$ cat config.mk
export PLATFORM = sky130hd
export DESIGN_NAME = cai_alarm_irq
export DESIGN_NICKNAME = d
export VERILOG_FILES = /design/src/rtl/cai_pkg.sv /design/src/rtl/cai_chan_alarm.sv /design/src/rtl/cai_alarm_irq.sv
export SDC_FILE = /design/constraint.sdc
export NUM_CORES = 1
export LEC_CHECK = 0
export BUFFER_PORTS_ARGS = -buffer_cell sky130_fd_sc_hd__buf_2
export CORE_AREA = 2 2 63 65
export DETAILED_ROUTE_END_ITERATION = 12
export DIE_AREA = 0 0 65 67
export PLACE_DENSITY = 0.78
export SLEW_MARGIN = 40
export SYNTH_ARGS = -nofsm -noshare
export SYNTH_HDL_FRONTEND = slang
export SYNTH_HIERARCHICAL = 1
export SYNTH_SLANG_ARGS = --single-unit
$ cat constraint.sdc
create_clock -name clk_sys_i -period 3.07 [get_ports clk_sys_i]
set_clock_uncertainty 0.15 [all_clocks]
set_input_delay 0 -clock clk_sys_i [delete_from_list [all_inputs] [get_ports clk_sys_i]]
set_output_delay 0 -clock clk_sys_i [all_outputs]
set_load 0.01 [all_outputs]
$ cat src/rtl/cai_pkg.sv
// Purpose: Constants for the per-channel alarm and interrupt status block
// Assumes: Four recovery channels, 8-bit register port on the host clock
// Notes: Offsets are the byte addresses of the host register port
// Behaviour
// - One status register per channel at 0x0A, 0x12, 0x1A and 0x22.
// - Bit 5 reads live lock loss: 0 locked, 1 out of lock.
// - Bit 4 reads live signal loss: 0 no alarm, 1 loss present.
// - Bit 1 sets on any lock status change, reads 0 otherwise.
// - Bit 0 sets on any signal-loss status change, reads 0 otherwise.
// - Lock change interrupts only when that channel's lock enable is set.
// - Signal change interrupts only when that channel's signal enable is set.
// - Status bits 7, 6, 3 and 2 always read 0.
// - Config bit 1 is the lock change interrupt enable, reset 0.
// - Config bit 0 is the signal change interrupt enable, reset 0.
package cai_pkg;

  localparam int CAI_NUM_CH = 4;
  localparam int CAI_AW = 8;
  localparam int CAI_DW = 8;

  // ----------------------------------------------------------------------
  // Register offsets
  // ----------------------------------------------------------------------
  localparam logic [7:0] CAI_CH0_CFG_OFS = 8'h09;
  localparam logic [7:0] CAI_CH1_CFG_OFS = 8'h11;
  localparam logic [7:0] CAI_CH2_CFG_OFS = 8'h19;
  localparam logic [7:0] CAI_CH3_CFG_OFS = 8'h21;
  localparam logic [7:0] CAI_CH0_STATUS_OFS = 8'h0A;
  localparam logic [7:0] CAI_CH1_STATUS_OFS = 8'h12;
  localparam logic [7:0] CAI_CH2_STATUS_OFS = 8'h1A;
  localparam logic [7:0] CAI_CH3_STATUS_OFS = 8'h22;

  // ----------------------------------------------------------------------
  // Field positions
  // ----------------------------------------------------------------------
  localparam int CAI_LOCK_LIVE_BIT = 5;
  localparam int CAI_SIGNAL_LIVE_BIT = 4;
  localparam int CAI_LOCK_FLAG_BIT = 1;
  localparam int CAI_SIGNAL_FLAG_BIT = 0;
  localparam int CAI_LOCK_IE_BIT = 1;
  localparam int CAI_SIGNAL_IE_BIT = 0;
  localparam int CAI_RATE_MSB = 5;
  localparam int CAI_RATE_LSB = 4;

  // ----------------------------------------------------------------------
  // Reset values
  // ----------------------------------------------------------------------
  localparam logic [7:0] CAI_CFG_RESET = 8'h00;
  localparam logic [7:0] CAI_STATUS_RESET = 8'h00;
  localparam logic [7:0] CAI_UNMAPPED_DATA = 8'h00;
  localparam logic [1:0] CAI_RATE_RESET = 2'h0;

endpackage : cai_pkg

$ cat src/rtl/cai_chan_alarm.sv
// Purpose: One channel's live alarm copies and latched change flags
// Assumes: Alarm inputs are synchronous to clk_sys_i
// Notes: Live copies reset to 0, so an alarm already high flags a change
`timescale 1ns/100ps
module cai_chan_alarm (
  input wire logic clk_sys_i,
  input wire logic sys_rst_i,
  input wire logic lock_lost_i,
  input wire logic signal_lost_i,
  input wire logic clear_on_read_i,
  output logic lock_lost_live_o,
  output logic signal_lost_live_o,
  output logic lock_change_flag_o,
  output logic signal_change_flag_o
);
  import cai_pkg::*;

  logic lock_live_reg;
  logic lock_live_next;
  logic sig_live_reg;
  logic sig_live_next;
  logic lock_flag_reg;
  logic lock_flag_next;
  logic sig_flag_reg;
  logic sig_flag_next;
  logic lock_change;
  logic sig_change;

  // ----------------------------------------------------------------------
  // Change detection and flags
  // ----------------------------------------------------------------------
  always_comb begin
    lock_live_next = lock_lost_i;
    sig_live_next = signal_lost_i;
    lock_change = lock_lost_i ^ lock_live_reg;
    sig_change = signal_lost_i ^ sig_live_reg;
    // Set beats clear so a change seen during the read is not lost
    lock_flag_next = (lock_flag_reg & ~clear_on_read_i) | lock_change;
    sig_flag_next = (sig_flag_reg & ~clear_on_read_i) | sig_change;
  end

  always_ff @(posedge clk_sys_i) begin
    if (sys_rst_i) begin
      lock_live_reg <= 1'b0;
      sig_live_reg <= 1'b0;
      lock_flag_reg <= 1'b0;
      sig_flag_reg <= 1'b0;
    end else begin
      lock_live_reg <= lock_live_next;
      sig_live_reg <= sig_live_next;
      lock_flag_reg <= lock_flag_next;
      sig_flag_reg <= sig_flag_next;
    end
  end

  assign lock_lost_live_o = lock_live_reg;
  assign signal_lost_live_o = sig_live_reg;
  assign lock_change_flag_o = lock_flag_reg;
  assign signal_change_flag_o = sig_flag_reg;

endmodule : cai_chan_alarm

$ cat src/rtl/cai_alarm_irq.sv
// Purpose: Four-channel alarm status, interrupt enables and interrupt output
// Assumes: Host register port is decoded from the serial host interface
// Notes: Read data and interrupt are registered, one cycle after the cause
`timescale 1ns/100ps
module cai_alarm_irq (
  input wire logic clk_sys_i,
  input wire logic sys_rst_i,
  input wire logic [cai_pkg::CAI_AW-1:0] reg_addr_i,
  input wire logic reg_wr_i,
  input wire logic reg_rd_i,
  input wire logic [cai_pkg::CAI_DW-1:0] reg_wdata_i,
  input wire logic [cai_pkg::CAI_NUM_CH-1:0] lock_lost_i,
  input wire logic [cai_pkg::CAI_NUM_CH-1:0] signal_lost_i,
  output logic [cai_pkg::CAI_DW-1:0] reg_rdata_o,
  output logic reg_rdata_valid_o,
  output logic [2*cai_pkg::CAI_NUM_CH-1:0] rate_sel_o,
  output logic irq_o
);
  import cai_pkg::*;

  // ----------------------------------------------------------------------
  // Address decode helpers
  // ----------------------------------------------------------------------
  // Returns {hit, channel} for the status registers
  function automatic logic [2:0] cai_status_slot(input logic [7:0] addr);
    logic [2:0] slot;
    slot = 3'h0;
    if (addr == CAI_CH0_STATUS_OFS) begin
      slot = 3'h4;
    end else if (addr == CAI_CH1_STATUS_OFS) begin
      slot = 3'h5;
    end else if (addr == CAI_CH2_STATUS_OFS) begin
      slot = 3'h6;
    end else if (addr == CAI_CH3_STATUS_OFS) begin
      slot = 3'h7;
    end
    return slot;
  endfunction : cai_status_slot

  // Returns {hit, channel} for the configuration registers
  function automatic logic [2:0] cai_cfg_slot(input logic [7:0] addr);
    logic [2:0] slot;
    slot = 3'h0;
    if (addr == CAI_CH0_CFG_OFS) begin
      slot = 3'h4;
    end else if (addr == CAI_CH1_CFG_OFS) begin
      slot = 3'h5;
    end else if (addr == CAI_CH2_CFG_OFS) begin
      slot = 3'h6;
    end else if (addr == CAI_CH3_CFG_OFS) begin
      slot = 3'h7;
    end
    return slot;
  endfunction : cai_cfg_slot

  // ----------------------------------------------------------------------
  // Declarations
  // ----------------------------------------------------------------------
  logic [2:0] stat_slot;
  logic [2:0] cfg_slot;
  logic [CAI_NUM_CH-1:0] clear_on_read;
  logic [CAI_NUM_CH-1:0] lock_lost_live;
  logic [CAI_NUM_CH-1:0] signal_lost_live;
  logic [CAI_NUM_CH-1:0] lock_change_flag;
  logic [CAI_NUM_CH-1:0] signal_change_flag;
  logic [CAI_NUM_CH-1:0] lock_change_irq_enable_reg;
  logic [CAI_NUM_CH-1:0] lock_change_irq_enable_next;
  logic [CAI_NUM_CH-1:0] signal_change_irq_enable_reg;
  logic [CAI_NUM_CH-1:0] signal_change_irq_enable_next;
  logic [2*CAI_NUM_CH-1:0] rate_reg;
  logic [2*CAI_NUM_CH-1:0] rate_next;
  logic [CAI_DW-1:0] rdata_reg;
  logic [CAI_DW-1:0] rdata_next;
  logic rvalid_reg;
  logic rvalid_next;
  logic irq_reg;
  logic irq_next;

  assign stat_slot = cai_status_slot(reg_addr_i);
  assign cfg_slot = cai_cfg_slot(reg_addr_i);

  // ----------------------------------------------------------------------
  // Per-channel alarm cells
  // ----------------------------------------------------------------------
  for (genvar ch = 0; ch < CAI_NUM_CH; ch++) begin : g_chan
    // Clear pulse only for a read of this channel's own status word
    assign clear_on_read[ch] = reg_rd_i & stat_slot[2] &
                               (stat_slot[1:0] == 2'(ch));

    cai_chan_alarm u_chan (
      .clk_sys_i(clk_sys_i),
      .sys_rst_i(sys_rst_i),
      .lock_lost_i(lock_lost_i[ch]),
      .signal_lost_i(signal_lost_i[ch]),
      .clear_on_read_i(clear_on_read[ch]),
      .lock_lost_live_o(lock_lost_live[ch]),
      .signal_lost_live_o(signal_lost_live[ch]),
      .lock_change_flag_o(lock_change_flag[ch]),
      .signal_change_flag_o(signal_change_flag[ch])
    );
  end

  // ----------------------------------------------------------------------
  // Configuration registers
  // ----------------------------------------------------------------------
  always_comb begin
    lock_change_irq_enable_next = lock_change_irq_enable_reg;
    signal_change_irq_enable_next = signal_change_irq_enable_reg;
    rate_next = rate_reg;
    if (reg_wr_i && cfg_slot[2]) begin
      lock_change_irq_enable_next[cfg_slot[1:0]] =
        reg_wdata_i[CAI_LOCK_IE_BIT];
      signal_change_irq_enable_next[cfg_slot[1:0]] =
        reg_wdata_i[CAI_SIGNAL_IE_BIT];
      rate_next[2*cfg_slot[1:0] +: 2] =
        reg_wdata_i[CAI_RATE_MSB:CAI_RATE_LSB];
    end
  end

  always_ff @(posedge clk_sys_i) begin
    if (sys_rst_i) begin
      lock_change_irq_enable_reg <= {CAI_NUM_CH{CAI_CFG_RESET[CAI_LOCK_IE_BIT]}};
      signal_change_irq_enable_reg <=
        {CAI_NUM_CH{CAI_CFG_RESET[CAI_SIGNAL_IE_BIT]}};
      rate_reg <= {CAI_NUM_CH{CAI_RATE_RESET}};
    end else begin
      lock_change_irq_enable_reg <= lock_change_irq_enable_next;
      signal_change_irq_enable_reg <= signal_change_irq_enable_next;
      rate_reg <= rate_next;
    end
  end

  // ----------------------------------------------------------------------
  // Read path
  // ----------------------------------------------------------------------
  // Status read returns flags as they stood before the clear takes hold
  always_comb begin
    rdata_next = CAI_UNMAPPED_DATA;
    rvalid_next = reg_rd_i;
    if (reg_rd_i) begin
      if (stat_slot[2]) begin
        rdata_next = CAI_STATUS_RESET;
        rdata_next[CAI_LOCK_LIVE_BIT] = lock_lost_live[stat_slot[1:0]];
        rdata_next[CAI_SIGNAL_LIVE_BIT] =
          signal_lost_live[stat_slot[1:0]];
        rdata_next[CAI_LOCK_FLAG_BIT] =
          lock_change_flag[stat_slot[1:0]];
        rdata_next[CAI_SIGNAL_FLAG_BIT] =
          signal_change_flag[stat_slot[1:0]];
      end else if (cfg_slot[2]) begin
        rdata_next = CAI_CFG_RESET;
        rdata_next[CAI_LOCK_IE_BIT] =
          lock_change_irq_enable_reg[cfg_slot[1:0]];
        rdata_next[CAI_SIGNAL_IE_BIT] =
          signal_change_irq_enable_reg[cfg_slot[1:0]];
        rdata_next[CAI_RATE_MSB:CAI_RATE_LSB] =
          rate_reg[2*cfg_slot[1:0] +: 2];
      end
    end
  end

  always_ff @(posedge clk_sys_i) begin
    if (sys_rst_i) begin
      rdata_reg <= CAI_UNMAPPED_DATA;
      rvalid_reg <= 1'b0;
    end else begin
      rdata_reg <= rdata_next;
      rvalid_reg <= rvalid_next;
    end
  end

  // ----------------------------------------------------------------------
  // Interrupt output
  // ----------------------------------------------------------------------
  // Registered to keep the pin glitch free; costs one cycle of latency
  always_comb begin
    irq_next = |((lock_change_flag & lock_change_irq_enable_reg) |
                 (signal_change_flag & signal_change_irq_enable_reg));
  end

  always_ff @(posedge clk_sys_i) begin
    if (sys_rst_i) begin
      irq_reg <= 1'b0;
    end else begin
      irq_reg <= irq_next;
    end
  end

  assign reg_rdata_o = rdata_reg;
  assign reg_rdata_valid_o = rvalid_reg;
  assign rate_sel_o = rate_reg;
  assign irq_o = irq_reg;

endmodule : cai_alarm_irq

Word level (Yosys, flattened, before mapping)
Cells that the tools add are included.
{"block": "totals", "register_bits": 42, "inputBits": 28, "output_inout_bits": 18, "elab_cells": 111}
{"block": "classes", "add_sub_neg": 1, "order_cmp": 3, "eq_ne": 11, "shifts": 3, "mux": 27, "bitwise_logic": 37, "n_reduce_logical": 6}
{"cell": "$neg 3->34", "count": 1}
{"cell": "$shift 2x34->8 const A", "count": 1}
{"cell": "$shiftx 2x34->8", "count": 1}
{"cell": "$eq 8x5->1 const B", "count": 4}
{"cell": "$mux 3", "count": 8}
{"cell": "$eq 8x4->1 const B", "count": 2}
{"cell": "$eq 8x6->1 const B", "count": 2}
{"cell": "$and 1x1->1", "count": 13}
{"cell": "$bmux 1 s2", "count": 6}
{"cell": "$mux 6", "count": 2}
{"cell": "$and 4x4->4", "count": 2}
{"cell": "$bwmux 4", "count": 2}
{"cell": "$bwmux 8", "count": 1}
{"cell": "$or 1x1->1", "count": 8}
{"cell": "$shiftx 8x4->2", "count": 1}
{"cell": "$xor 1x1->1", "count": 8}
{"cell": "$mux 1", "count": 7}
{"cell": "$lt 2x3->1 const B", "count": 2}
{"cell": "$not 1->1", "count": 5}
{"cell": "$eq 2x2->1 const B", "count": 2}
{"cell": "$or 4x4->4", "count": 1}
{"cell": "$reduce_or 4->1", "count": 1}
{"cell": "$reduce_or 3->1", "count": 1}
{"cell": "$demux 1 s2", "count": 1}
{"cell": "other kinds (5)", "count": 6}

Logic depth before layout (Yosys ltp)
{"block": "logic_depth", "word_depth": 10, "mapped_depth": 7}

Modules after synthesis
Netlist, hierarchy kept.
{"module": "cai_alarm_irq", "instances": 1, "cells_per_inst": 116, "area_per_inst_um2": 1146.1}
{"module": "cai_chan_alarm", "instances": 4, "cells_per_inst": 12, "area_per_inst_um2": 132.6}

Worst setup path after synthesis
Ideal clock, no wire load.
{"block": "synth_timing", "path_kind": "input -> register", "from": "input reg_addr_i[2] in the netlist's numbering", "to": "register g_chan[1].u_chan.sig_flag_reg", "setup_time_ps": 119, "t_arrival_ps": 1213, "path_slack_ps": 1589, "cell_stages": 7, "path_cell_list": "or3_4 buf_6 nor3b_1 nand2_1 nor3_1 nand2b_1 a21oi_1"}
{"block": "synth_between", "elab_chain_len": 10, "word_cells_on_any_way": 14}
{"item": "from (decl)", "line_no": "cai_alarm_irq.sv:8", "rtl": "input wire logic [cai_pkg::CAI_AW-1:0] reg_addr_i,"}
{"item": "$eq 8x6->1", "line_no": "cai_alarm_irq.sv:34", "rtl": "end else if (addr == CAI_CH3_STATUS_OFS) begin"}
{"item": "$mux 3", "line_no": "cai_alarm_irq.sv:34"}
{"item": "$mux 3", "line_no": "cai_alarm_irq.sv:32", "rtl": "end else if (addr == CAI_CH2_STATUS_OFS) begin"}
{"item": "$mux 3", "line_no": "cai_alarm_irq.sv:30", "rtl": "end else if (addr == CAI_CH1_STATUS_OFS) begin"}
{"item": "$mux 3 (*)", "line_no": "cai_alarm_irq.sv:28", "rtl": "if (addr == CAI_CH0_STATUS_OFS) begin"}
{"item": "$eq 2x1->1 / $and 1x1->1 (equally long branches)", "line_no": "cai_alarm_irq.sv:88, cai_alarm_irq.sv:87"}
{"item": "$and 1x1->1 (*)", "line_no": "cai_alarm_irq.sv:87", "rtl": "assign clear_on_read[ch] = reg_rd_i & stat_slot[2] &"}
{"item": "net clear_on_read[1]", "line_no": "cai_alarm_irq.sv:61", "rtl": "logic [CAI_NUM_CH-1:0] clear_on_read;"}
{"item": "$not 1->1 (*)", "line_no": "cai_chan_alarm.sv:39", "rtl": "sig_flag_next = (sig_flag_reg & ~clear_on_read_i) | sig_change;"}
{"item": "$and 1x1->1 (*)", "line_no": "cai_chan_alarm.sv:39"}
{"item": "$or 1x1->1 (*)", "line_no": "cai_chan_alarm.sv:39"}
{"item": "to (signal assigned)", "line_no": "cai_chan_alarm.sv:52", "rtl": "sig_flag_reg <= sig_flag_next;"}
{"item": "to (decl)", "line_no": "cai_chan_alarm.sv:24", "rtl": "logic sig_flag_reg;"}
Mark *: on every way through the listed nets, which the timed path passes. The rest lies on a longest branch.
A chain may end at the register's enable or synchronous reset.

Worst setup path in the final report
{"block": "layout_timing", "from": "register rate_reg[3], in the netlist rate_sel_o[3]", "to": "register rdata_reg[5], in the netlist reg_rdata_o[5]"}
{"block": "layout_between", "elab_chain_len": 3}
{"item": "from (decl)", "line_no": "cai_alarm_irq.sv:70", "rtl": "logic [2*CAI_NUM_CH-1:0] rate_reg;"}
{"item": "from (signal assigned)", "line_no": "cai_alarm_irq.sv:125", "rtl": "rate_reg <= {CAI_NUM_CH{CAI_RATE_RESET}};"}
{"item": "from (signal assigned)", "line_no": "cai_alarm_irq.sv:129", "rtl": "rate_reg <= rate_next;"}
{"item": "$shiftx 8x4->2", "line_no": "cai_alarm_irq.sv:157", "rtl": "rate_reg[2*cfg_slot[1:0] +: 2];"}
{"item": "$mux 6", "line_no": "cai_alarm_irq.sv:150", "rtl": "end else if (cfg_slot[2]) begin"}
{"item": "$mux 6", "line_no": "cai_alarm_irq.sv:141", "rtl": "if (stat_slot[2]) begin"}
{"item": "to (signal assigned)", "line_no": "cai_alarm_irq.sv:167", "rtl": "rdata_reg <= rdata_next;"}
{"item": "to (decl)", "line_no": "cai_alarm_irq.sv:72", "rtl": "logic [CAI_DW-1:0] rdata_reg;"}
Every way passes these cells.

==> flow_summary.yaml <==
worst_setup_path:
  endpoint_kind: "register"
  critPathMaxFanout: 3
  arrival_ns: 1.87
  path_class: "register to register"
  r2r_slack_ns: 1.24
  required_ns: 3.10
  start_kind: "register"
global_route:
  grt_max_degree: 35
  grt_pass1_wl_um: 6180
  gr-total-overflow: 0
  grtUsageTotal: 0.191
  grt_pass1_vias: 1395
  antenna_found_initial: 0
floorplan:
  start_util: 0.465
  std_cell_rows: 22
  coreArea_um2: 3610
  die_y_um: 67
  boundaryPins: 46
  die_w_um: 65
  dieArea_um2: 4360
yosys:
  synth_cell_types: 28
  synthTopCellsByArea: "dfxtp_1 45%, mux2i_1 9.6%, a222oi_1 4.8%, nor2_1 4.5%, a22o_1 4.2%"
  synthCells: 164
  synth_async_sr_flop_share: 0
  synth_seq_cells: 38
  synth_edf_count: 0
  netlist_area_um2: 1680
  synth_ff_type: "dfxtp_1"
  synth_top_cell_area_share: 0.454
  ys_seq_area_frac: 0.454
  syn_avg_cell_area_um2: 10.2
  synth_top_area_cell: "dfxtp_1"
  ys.warnings.count: 6
sta:
  fmax_mhz: 546
  finalCritPeriodShare: 0.597
  setup_tns_ns: 0
  rsz0062_at_grt: "false"
  finalHoldViolations: 0
  slew_headroom: 0.579
  max_slew.worst_pin.slew_ns: 0.632
  drv_slew: 0
  finalCriticalPeriod_ns: 1.83
  setup_viol_count_final: 0
place:
  place.gp.congestion: 0.844
  io_buffer_count: 37
  dpl.hpwl_um: 2670
cts:
  clk_pin_slew_ns: 0.07
  cts_made_buffers: 5
  cts_num_sinks: 38
  clk_latency_ns: 0.29
  htree_levels: 2
  cts-root-buf: "clkbuf_8"
  cts_tree: "done"
  clock_tree.buffer_depth: 2
  postCtsSetupRepairBufs: 0
detailed_routing:
  dr_total_vias: 1451
  viasPerCell: 5.39
  drt-total-wl_um: 3850
  wl_per_cell_um: 14.3
  first_iter_violations: 122
  firstDrtPassIters: 4
  drc: 0
  antenna_left: 0
flow_run:
  max-cap-violations: 0
cells_and_area:
  drive_above_1_share: 0.231
  final_common_cell: "dfxtp_1"
  area_growth_pct: 27.7
  n_antenna_cell: 0
  largest_reg_flops: 8
  final_nets: 248
  final_cell_mix: "38 x dfxtp_1, 37 x buf_2, 20 x nor2_1, 16 x mux2i_1, 16 x dlygate4sd3_1"
  fill_cells: 327
power:
  ir_worst_vdd_uv: 263
  leakage_nw: 0.852
  totalPowerFinal_mw: 0.975
  p_per_area_nw_per_um2: 456
hold_path:
  hold_path.class: "input pin to register"
status:
  status: "finished clean"
## kinds of logic (layout without fill, tap and decap cells)
family | Yosys count | count (layout) | synth area share
AOI/OAI and AO/OA | 36 | 36 | 0.163
xor gates and xnor gates | 8 | 8 | 0.0418
muxes | 16 | 16 | 0.0955
DFF | 38 | 38 | 0.454
and+or+nand+nor | 55 | 55 | 0.206
other | 1 | 4 | 0.00224
buffers and inverters | 10 | 64 | 0.0373
## stage by stage
step,hold WS (ns),instance area (um^2),utilization,instances,setup slack (ns)
final,0.0584,2140,0.594,269,1.24
after global routing,0.102,2140,0.594,269,1.17
after CTS,0.0539,2140,0.594,269,1.25
after detailed placement,0.0921,1890,0.524,245,1.26
after global placement,0.0869,1890,0.524,245,1.29
after floorplan,-0.0809,1690,-,167,1.59
## report_power, final
group | total [mW] | switching [mW] | internal, mW
Combinational | 0.106 | 0.0530 | 0.0530
Sequential | 0.524 | 0.0137 | 0.510
Clock | 0.346 | 0.165 | 0.181
## timing repair
action                                 4_1_cts  5_1_grt
hold buffers                                16        0
endpoints found under the hold margin       37        0
resized for setup                            0        0
## synthesized netlist by cell type, drive strengths merged (3+ instances only)
cell     n
dfxtp   38
xnor2    8
a222oi   8
a21oi    9
o22ai    4
nor2    20
mux2i   16
a22oi    4
nand2    3
nand2b   9
a22o     8
nor2b   11
buf      7
nor3     4
## final timing paths
| path | startpoint | end | cells after the start |
|---|---|---|---|
| worst max-delay path | rate_sel_o[3] | reg_rdata_o[5] | 4 |
| worst min-delay path | reg_addr_i[3] | signal_change_irq_enable_reg[1] | 4 |
| worst max register to register | rate_sel_o[3] | reg_rdata_o[5] | 4 |
| worst min register to register | g_chan[3].u_chan/signal_change_flag_o | g_chan[3].u_chan/signal_change_flag_o | 2 |
## worst max-delay path, cell delays in order, from the launching register on
cell and delay, ns:
dfxtp_1 0.32, a22o_1 0.20, a222oi_1 0.38, o22ai_1 0.12, dlygate4sd3_1 0.56
## metal layers
metal,share of wire,global-route usage,routed length (um),vias to the layer above
li1,-,-,-,707
met1,0.43,0.221,1640,689
met2,0.50,0.325,1910,45
met3,0.055,0.0557,210,10
met4,0.024,0.0878,94,0
met5,0,0,0,-
## layout make-up
type	count	area, um^2	area share
Clock buffer	7	86.3	0.0403
Clock inverter	1	5.00	0.00234
Tap cell	48	60.1	0.0281
Sequential cell	38	761	0.355
Multi-Input combinational cell	119	865	0.404
Timing Repair Buffer	55	360	0.168
Inverter	1	3.75	0.00175
Note: power is estimated with default switching activity, not from simulation.
